**src/rtl/dcw_params.svh**
```systemverilog
`ifndef DCW_PARAMS_SVH
`define DCW_PARAMS_SVH

// command word bit positions
`define DCW_BIT_RAMP_STOP   0
`define DCW_BIT_COAST_STOP  1
`define DCW_BIT_FAST_STOP   2
`define DCW_BIT_ENABLE_OP   3
`define DCW_BIT_RAMP_ENABLE 4
`define DCW_BIT_RAMP_RUN    5
`define DCW_BIT_SETP_ENABLE 6
`define DCW_BIT_FAULT_ACK   7
`define DCW_BIT_BUS_CTRL    10
`define DCW_BIT_INVERT      11
`define DCW_BIT_POT_UP      13
`define DCW_BIT_POT_DOWN    14
`define DCW_BIT_CDS         15

`define DCW_WORD_RESET      16'h0000
`define DCW_TELEGRAM_20     10'h014
`define DCW_TELEGRAM_RESET  10'h001

`endif

```
**src/rtl/dcw_pkg.sv**
```systemverilog
package dcw_pkg;

    typedef enum logic [2:0] {
        ST_LOCKOUT,
        ST_READY_TO_START,
        ST_READY,
        ST_RUNNING,
        ST_RAMP_STOP,
        ST_FAST_STOP
    } dcw_state_t;

    typedef struct packed {
        logic rampDown;
        logic fastRampDown;
        logic rampUp;
        logic pulseEnable;
        logic rampZero;
        logic rampFreeze;
        logic invertSetpoint;
        logic potUp;
        logic potDown;
        logic datasetSelect;
    } dcw_action_t;

endpackage

```
**src/rtl/dcw_decoder.sv**
```systemverilog
`timescale 1ns/100ps
`include "dcw_params.svh"
// What this block does
// - bit 0 low: ramp down with normal ramp time, switch off at standstill
// - bit 0 rising: become ready; switch motor on if bit 3 high
// - bit 1 low: pulses off at once, coast; switch-on only when high
// - bit 2 low: brake with fast-stop ramp; switch-on only when high
// - bit 3 low: cancel pulses now; high allows pulses and switch-on
// - bit 4 low: force ramp generator output to zero
// - bit 5 low: freeze ramp generator output; high tracks setpoint
// - bit 6 high: accelerate with ramp-up; low: ramp down normally
// - bit 7 rising: acknowledge faults; lockout if a fault is pending and switch-on still active
// - bit 10 low: ignore received process data; high: accept it
// - bit 11 high: invert speed setpoint sign
// - bit 13 high outside telegram 20: increase potentiometer setpoint
// - bit 14 high outside telegram 20: decrease potentiometer setpoint
// - bit 15 selects command data set; reserved under telegram 20
// - switching to telegram 20 keeps previous bit 13 and 14 actions
module dcw_decoder (
    input  wire logic               sys_clk,
    input  wire logic               resetn,
    input  wire logic [15:0]        driveCommandWord,
    input  wire logic               telegramValid,
    input  wire logic [9:0]         telegramNumber,
    input  wire logic               atStandstill,
    input  wire logic               faultPending,
    output dcw_pkg::dcw_state_t     driveState,
    output dcw_pkg::dcw_action_t    actions,
    output logic                    motorOn,
    output logic                    faultAck,
    output logic [15:0]             sampledWord
);

    // ==========================================================
    // command word sampling
    logic [15:0] word_reg, word_next;
    logic [15:0] prev_reg, prev_next;
    logic        ackPulse_reg, ackPulse_next;
    logic        keepPot_reg, keepPot_next;
    logic        potUpHeld_reg, potUpHeld_next;
    logic        potDnHeld_reg, potDnHeld_next;
    logic [9:0]  tgPrev_reg, tgPrev_next;
    logic        sample;
    logic        onEdge;
    logic        ackEdge;
    logic        isTg20;

    assign isTg20 = (telegramNumber == `DCW_TELEGRAM_20);
    // only accepted when bus control asked for in the incoming word
    assign sample = telegramValid && driveCommandWord[`DCW_BIT_BUS_CTRL];
    assign onEdge = sample && driveCommandWord[`DCW_BIT_RAMP_STOP]
                    && !word_reg[`DCW_BIT_RAMP_STOP];
    assign ackEdge = sample && driveCommandWord[`DCW_BIT_FAULT_ACK]
                     && !word_reg[`DCW_BIT_FAULT_ACK];

    always_comb begin
        word_next      = word_reg;
        prev_next      = prev_reg;
        ackPulse_next  = ackEdge;
        keepPot_next   = keepPot_reg;
        potUpHeld_next = potUpHeld_reg;
        potDnHeld_next = potDnHeld_reg;
        tgPrev_next    = telegramNumber;
        if (sample) begin
            word_next = driveCommandWord;
            prev_next = word_reg;
        end
        if (isTg20 && (tgPrev_reg != `DCW_TELEGRAM_20)) begin
            keepPot_next   = 1'b1;
            potUpHeld_next = word_reg[`DCW_BIT_POT_UP];
            potDnHeld_next = word_reg[`DCW_BIT_POT_DOWN];
        end else if (!isTg20) begin
            keepPot_next = 1'b0;
        end
    end

    always_ff @(posedge sys_clk) begin
        if (!resetn) begin
            word_reg      <= `DCW_WORD_RESET;
            prev_reg      <= `DCW_WORD_RESET;
            ackPulse_reg  <= 1'b0;
            keepPot_reg   <= 1'b0;
            potUpHeld_reg <= 1'b0;
            potDnHeld_reg <= 1'b0;
            tgPrev_reg    <= `DCW_TELEGRAM_RESET;
        end else begin
            word_reg      <= word_next;
            prev_reg      <= prev_next;
            ackPulse_reg  <= ackPulse_next;
            keepPot_reg   <= keepPot_next;
            potUpHeld_reg <= potUpHeld_next;
            potDnHeld_reg <= potDnHeld_next;
            tgPrev_reg    <= tgPrev_next;
        end
    end

    // ==========================================================
    // switch-on state machine
    dcw_pkg::dcw_state_t state_reg, state_next;
    logic coastOk;
    logic fastOk;
    logic enableOp;
    logic onCmd;

    assign coastOk  = word_reg[`DCW_BIT_COAST_STOP];
    assign fastOk   = word_reg[`DCW_BIT_FAST_STOP];
    assign enableOp = word_reg[`DCW_BIT_ENABLE_OP];
    assign onCmd    = word_reg[`DCW_BIT_RAMP_STOP];

    always_comb begin
        state_next = state_reg;
        unique case (state_reg)
            dcw_pkg::ST_LOCKOUT: begin
                if (!onCmd && coastOk && fastOk)
                    state_next = dcw_pkg::ST_READY_TO_START;
            end
            dcw_pkg::ST_READY_TO_START: begin
                if (onEdge && coastOk && fastOk && driveCommandWord[`DCW_BIT_COAST_STOP]
                    && driveCommandWord[`DCW_BIT_FAST_STOP]) begin
                    if (driveCommandWord[`DCW_BIT_ENABLE_OP])
                        state_next = dcw_pkg::ST_RUNNING;
                    else
                        state_next = dcw_pkg::ST_READY;
                end
            end
            dcw_pkg::ST_READY: begin
                if (enableOp)
                    state_next = dcw_pkg::ST_RUNNING;
                if (!onCmd)
                    state_next = dcw_pkg::ST_READY_TO_START;
            end
            dcw_pkg::ST_RUNNING: begin
                if (!enableOp)
                    state_next = dcw_pkg::ST_READY;
                if (!onCmd)
                    state_next = dcw_pkg::ST_RAMP_STOP;
                if (!fastOk)
                    state_next = dcw_pkg::ST_FAST_STOP;
            end
            dcw_pkg::ST_RAMP_STOP: begin
                if (!enableOp || atStandstill)
                    state_next = dcw_pkg::ST_READY_TO_START;
                else if (!fastOk)
                    state_next = dcw_pkg::ST_FAST_STOP;
            end
            dcw_pkg::ST_FAST_STOP: begin
                if (!enableOp || atStandstill)
                    state_next = dcw_pkg::ST_LOCKOUT;
            end
        endcase
        if (!coastOk)
            state_next = dcw_pkg::ST_LOCKOUT;
        if (ackEdge && faultPending && driveCommandWord[`DCW_BIT_RAMP_STOP])
            state_next = dcw_pkg::ST_LOCKOUT;
    end

    always_ff @(posedge sys_clk) begin
        if (!resetn)
            state_reg <= dcw_pkg::ST_LOCKOUT;
        else
            state_reg <= state_next;
    end

    // ==========================================================
    // action outputs
    dcw_pkg::dcw_action_t act_reg, act_next;
    logic running;

    assign running = (state_reg == dcw_pkg::ST_RUNNING);

    always_comb begin
        act_next.pulseEnable  = enableOp && coastOk && (running
                                || state_reg == dcw_pkg::ST_RAMP_STOP
                                || state_reg == dcw_pkg::ST_FAST_STOP);
        act_next.rampDown     = (state_reg == dcw_pkg::ST_RAMP_STOP)
                                || (running && !word_reg[`DCW_BIT_SETP_ENABLE]);
        act_next.fastRampDown = (state_reg == dcw_pkg::ST_FAST_STOP);
        act_next.rampUp       = running && word_reg[`DCW_BIT_SETP_ENABLE];
        act_next.rampZero     = !word_reg[`DCW_BIT_RAMP_ENABLE];
        act_next.rampFreeze   = !word_reg[`DCW_BIT_RAMP_RUN];
        act_next.invertSetpoint = word_reg[`DCW_BIT_INVERT];
        act_next.potUp        = keepPot_reg ? potUpHeld_reg : word_reg[`DCW_BIT_POT_UP];
        act_next.potDown      = keepPot_reg ? potDnHeld_reg : word_reg[`DCW_BIT_POT_DOWN];
        act_next.datasetSelect = isTg20 ? 1'b0 : word_reg[`DCW_BIT_CDS];
    end

    always_ff @(posedge sys_clk) begin
        if (!resetn)
            act_reg <= '0;
        else
            act_reg <= act_next;
    end

    assign actions     = act_reg;
    assign driveState  = state_reg;
    assign motorOn     = act_reg.pulseEnable;
    assign faultAck    = ackPulse_reg;
    assign sampledWord = word_reg;

endmodule

```
**config.mk**
```make
export PLATFORM = sky130hd
export DESIGN_NAME = dcw_decoder
export DESIGN_NICKNAME = d
export VERILOG_FILES = /design/src/rtl/dcw_pkg.sv /design/src/rtl/dcw_decoder.sv
export VERILOG_INCLUDE_DIRS = /design/src /design/src/rtl
export SDC_FILE = /design/constraint.sdc
export NUM_CORES = 1
export LEC_CHECK = 0
export BUFFER_PORTS_ARGS = -buffer_cell sky130_fd_sc_hd__buf_4
export CAP_MARGIN = 20
export CORE_MARGIN = 2
export CORE_UTILIZATION = 50
export DETAILED_ROUTE_END_ITERATION = 10
export MAX_ROUTING_LAYER = met4
export PLACE_DENSITY_LB_ADDON = 0.08
export SLEW_MARGIN = 5
export SYNTH_ARGS = -nofsm -noshare
export SYNTH_HDL_FRONTEND = slang
export SYNTH_SLANG_ARGS = --single-unit
```
**constraint.sdc**
```tcl
create_clock -name sys_clk -period 1.9 [get_ports sys_clk]
set_clock_uncertainty 0.15 [all_clocks]
set_input_delay 0.38 -clock sys_clk [delete_from_list [all_inputs] [get_ports sys_clk]]
set_output_delay 0.38 -clock sys_clk [all_outputs]
set_load 0.005 [all_outputs]
```
==> flow_summary.ini, run 1 <==
[status]
status = completed

[timing]
setup_tns_ns = 0
min_period_ns = 1.581
final.period_utilization_pct = 83.19
finalHoldViolCount = 0
fmaxAchievable_mhz = 632.6
drv_slew = 0
slew_headroom_pct = 71.39
rsz0062_at_grt = false
setup_viol = 0
tightest_slew_ns = 0.4286

[synthesis]
synth.avg_cell_area_um2 = 9.040
yosysWarnings = 0
ys_types = 35
synthCells = 178
async_flop_share_pct = 0
synth_ff_type = dfxtp_1
synth.yosys.seq_area_share_pct = 53.50
synth_nets = 209
synth_edf_count = 0
syn_area_um2 = 1609
synth-seq-cells = 43

[clocking]
cts_made_buffers = 5
cts_tree = built
post-cts-setup-buffers = 0
path_clk_slew_ns = 0.12
cts.sinks = 43
cts_hold_buf = 0
clock_latency_ns = 0.35
h-tree-depth = 2
post_cts_resized = 0
clock-root-buffer = clkbuf_4
cts_max_path_buffers = 2

[placement]
numPortBuffers = 61
dp.cells = 277
placed_area_um2 = 2090
dp.final_hpwl_um = 2775
gp_congestion = 0.7847

[critical_path]
critical-path-max-stage-delay_ns = 0.53
path_max_fanout = 10
slowest_stage = dfxtp_1
cp_top_family = flip-flops
r2r_slack_ns = 0.43
crit_path_end_kind = output port
worstSetupPathType = flop to output port
setup.worst_path.start_class = flop
arrival_ns = 1.05
crit_chain = buf_4
critPathRequiredTime_ns = 1.37
crit_buf_inv = 1

[detailed_routing]
wirelength_um = 3807
drc = 0
dr.pass1.iters = 5
drtAntennaViolNets = 0
vias = 1470
wire_per_inst_um = 13.36
drt_iter0_drc = 53
vias_per_cell = 5.158

[power_and_ir_drop]
p_leak_nw = 0.9307
irDropWorstVdd_uv = 626.8
powerDensity_nw_per_um2 = 825.5

[final_layout]
syn_to_final_growth_pct = 36.16
final_cell_mix = 63 x buf_4, 43 x dfxtp_1, 36 x nand2_1, 18 x a21oi_1, 15 x nor2_1
drive_gt1_share_pct = 32.37
fin_cells = 285
antennaDiodeCount = 0
fin_util_pct = 71.76
largest_reg_flops = 16
layout.nets = 271
design_area_um2 = 2191
final_common_cell = buf_4

[global_routing]
grt.overflow.total = 0
antenna_found_initial = 0
grt_max_degree = 26
grt_use_total_pct = 23.73
grt_pass1_wl_um = 6230
grt_pass1_vias = 1404

[floorplanning]
die-width_um = 60.73
coreArea_um2 = 3053
rows = 20
dieArea_um2 = 3688
start_util_pct = 52.70
io_pins = 62
die_h_um = 60.73

[min_path]
min_path_type = input port to flop

[job]
maxCapViolCount = 0
-- worst register-to-register path: cells and delay by family (launching register included) --
family	cells	cell delay, ns
flip-flops	1	0.53
AND/OR/NAND/NOR	2	0.41
AO/OA/AOI/OAI	2	0.32
-- metrics by stage --
step	hold slack, ns	setup slack [ns]	total power, mW
2_1_floorplan	0.2789	0.6000	1.036
3_3_place_gp	0.2769	0.4046	1.132
6_report	0.07980	0.3193	1.809
5_1_grt	0.05755	0.2593	1.887
3_5_place_dp	0.2973	0.3520	1.139
4_1_cts	0.06649	0.3260	1.824
-- path summary, 6_finish.rpt --
path | from | cells past startpoint | endpoint
max | driveState[1]$_SDFFE_PP0P_ | 1 | driveState[1]
max reg2reg | driveState[1]$_SDFFE_PP0P_ | 4 | driveState[0]$_SDFFE_PP0P_
min reg2reg | sampledWord[8]$_SDFFE_PN0N_ | 2 | sampledWord[8]$_SDFFE_PN0N_
min | telegramNumber[0] | 2 | tgPrev_reg[0]$_SDFF_PN1_
-- routing by layer --
metal | global-route usage (%) | part of all wire (%) | vias to the layer above
met5 | - | 0 | -
met4 | 7.143 | 1.4 | 0
met3 | 7.036 | 6.9 | 7
met2 | 40.25 | 52 | 53
met1 | 26.97 | 40 | 686
li1 | - | - | 724
-- where the power goes --
part	switching (mW)	internal, mW	total [mW]	leakage (nW)
Combinational	0.0708	0.0915	0.162	0.526
Sequential	0.0219	0.934	0.956	0.352
Clock	0.279	0.411	0.690	0.0525
Total	0.372	1.44	1.81	0.931
-- layout make-up --
class,instances,area [µm²]
Sequential cell,43,860.8
Inverter,4,15.01
Fill cell,245,862.1
Timing Repair Buffer,63,473.0
Tap cell,44,55.05
Clock inverter,2,60.06
Clock buffer,6,41.29
Multi-Input combinational cell,123,685.7
-- cells by family (layout without fill, tap and decap cells) --
| family | after synthesis | after routing | synth area share (%) |
|---|---|---|---|
| flip-flops | 43 | 43 | 53.50 |
| AO/OA/AOI/OAI | 31 | 31 | 11.28 |
| buffers and inverters | 12 | 75 | 3.887 |
| AND/OR/NAND/NOR | 90 | 90 | 30.09 |
| multiplexers | 2 | 2 | 1.244 |
-- cells in the mapped netlist (2+ instances only) --
| master | count | area [µm²] |
|---|---|---|
| dfxtp_1 | 43 | 860.8 |
| a21oi_1 | 18 | 90.09 |
| buf_2 | 2 | 10.01 |
| and2_1 | 11 | 68.82 |
| clkbuf_1 | 3 | 11.26 |
| mux2i_1 | 2 | 20.02 |
| nand4_1 | 3 | 18.77 |
| nor4b_2 | 3 | 45.04 |
| buf_4 | 2 | 15.01 |
| o21ai_1 | 4 | 20.02 |
| and3_1 | 2 | 12.51 |
| nor2b_1 | 4 | 25.02 |
| nor3_1 | 2 | 10.01 |
| o211ai_1 | 2 | 15.01 |
| nand3_1 | 4 | 20.02 |
| inv_1 | 3 | 11.26 |
| and4_1 | 3 | 26.28 |
| nor2_1 | 15 | 56.30 |
| nand2_1 | 36 | 135.1 |
Power figures use the tool's default switching activity.
==> run 2: changes to the inputs <==
Settings changed: ABC_AREA from default to 1, CORE_UTILIZATION 50 to 48.
Clock period 1.9 ns to 1.6 ns, I/O delays scaled along.
==> flow_summary.ini, run 2 <==
[timing]
rsz0062_at_grt = false
drv_slew = 0
final.period_utilization_pct = 93.93
finalHoldViolCount = 0
fin_ws_ns = 0.09715
min_period_ns = 1.503
tightest_slew_ns = 0.4145
whs_ns = 0.06747
setup_viol = 0
fmaxAchievable_mhz = 665.4
slew_headroom_pct = 72.33
setup_tns_ns = 0

[critical_path]
arrival_ns = 1.03
path_max_fanout = 8
crit_buf_inv = 1
setup.worst_path.start_class = flop
critical-path-max-stage-delay_ns = 0.51
worstSetupPathType = flop to output port
cp_top_family = flip-flops
critPathRequiredTime_ns = 1.13
crit_chain = buf_4
slowest_stage = dfxtp_1
crit_path_end_kind = output port

[floorplanning]
dieArea_um2 = 3982
start_util_pct = 50.24
die_h_um = 63.10
die-width_um = 63.10
coreArea_um2 = 3337
io_pins = 62
rows = 21

[clocking]
cts_made_buffers = 5
clock_latency_ns = 0.35
h-tree-depth = 2
cts.sinks = 43
cts_max_path_buffers = 2
path_clk_slew_ns = 0.12
clock-root-buffer = clkbuf_4
cts_tree = built

[synthesis]
synth_nets = 257
syn_area_um2 = 1677
ys_types = 24
synth.area.top_cells = dfxtp_1 51%, nor2_1 10%, nand2_1 9.0%, inv_1 6.5%, o21ai_0 5.1%
synth-seq-cells = 43
yosysMostFrequentCell = nor2_1
synth_edf_count = 0
async_flop_share_pct = 0
synth_top_area_cell = dfxtp_1
synth.avg_cell_area_um2 = 7.419
synth_top_area_share_pct = 51.34
synthCells = 226
yosys-top-cells-count = 46 x nor2_1, 43 x dfxtp_1, 40 x nand2_1, 29 x inv_1, 17 x o21ai_0
synth_ff_type = dfxtp_1
synth.yosys.seq_area_share_pct = 51.34
yosysWarnings = 0

[global_routing]
grt_pass1_wl_um = 6251
grt.overflow.total = 0
grt_max_degree = 27
grt_pass1_vias = 1537
grt_use_total_pct = 20.22
antenna_found_initial = 0

[final_layout]
drive_gt1_share_pct = 28.24
fin_util_pct = 70.19
largest_reg_flops = 16
final_cell_mix = 66 x buf_4, 46 x nor2_1, 42 x dfxtp_1, 39 x nand2_1, 29 x inv_1
final_common_cell = buf_4
layout.nets = 331
syn_to_final_growth_pct = 39.70
antennaDiodeCount = 0
fin_cells = 347
design_area_um2 = 2342

[placement]
pre_cts_ws_ns = 0.1196
numPortBuffers = 61
placed_area_um2 = 2183
dp.final_hpwl_um = 2723
gp_congestion = 0.9120
dp.cells = 329

[power_and_ir_drop]
p_leak_nw = 1.194
powerDensity_nw_per_um2 = 802.7
swShare_pct = 24.48
internal-power_mw = 1.420
power_switching_uw = 460.2
irDropWorstVdd_uv = 570.0
p_clk_share_pct = 26.4
finalPower_mw = 1.880
power_frac_seq_pct = 60.9
pwr-share-comb_pct = 12.7

[job]
maxCapViolCount = 0

[detailed_routing]
drtAntennaViolNets = 0
vias_per_cell = 4.764
dr.pass1.iters = 4
wirelength_um = 3788
drt_iter0_drc = 77
wire_per_inst_um = 10.92
vias = 1653
drc = 0

[min_path]
min_path_type = input port to flop

[status]
status = completed
run 2: path summary, 6_finish.rpt:
check | from | end | slack, ns | depth (start not counted)
worst max-delay path | driveState[1]$_SDFFE_PP0P_ | driveState[1] | 0.1 | 1
worst min-delay path | driveCommandWord[11] | sampledWord[11]$_SDFFE_PN0N_ | 0.07 | 3
worst max register to register | driveState[1]$_SDFFE_PP0P_ | driveState[0]$_SDFFE_PP0P_ | 0.15 | 7
worst min register to register | sampledWord[5]$_SDFFE_PN0N_ | actions[4]$_SDFF_PN0_ | 0.29 | 1
run 2: timing repair:
action / CTS / global route
hold buffers: 9 / 1
gates resized for setup: 0 / 3
endpoints found under the setup margin: 0 / 3
endpoints found under the hold margin: 9 / 1
setup buffers: 0 / 1
run 2: cell type report:
type	count	area [µm²]
clock buffer	5	37.54
clock inverter	3	15.01
fill	286	994.7
inverter	31	116.4
multi-input combinational	143	655.6
sequential	43	862.1
tap	46	57.56
timing repair buffer	76	598.1
run 2: logic make-up after synthesis:
| group | after synthesis | share of synthesized area (%) |
|---|---|---|
| AOI/OAI and AO/OA | 32 | 10.30 |
| buffers and inverters | 40 | 9.701 |
| DFF | 43 | 51.34 |
| and+or+nand+nor | 111 | 28.66 |
run 2: power groups by stage:
stage	Sequential, mW	Combinational [mW]	Clock (mW)
after floorplan	1.17	0.0885	0
after global placement	1.17	0.218	0
after detailed placement	1.17	0.220	0
after CTS	1.15	0.238	0.513
final	1.15	0.238	0.496
after global routing	1.15	0.267	0.555
run 2: layer usage:
layer	vias to the layer above	track usage [%]	routed length (µm)
met5	-	-	0
met4	0	8.889	55
met3	5	4.286	170
met2	46	34.57	1901
met1	750	22.71	1660
li1	852	-	-
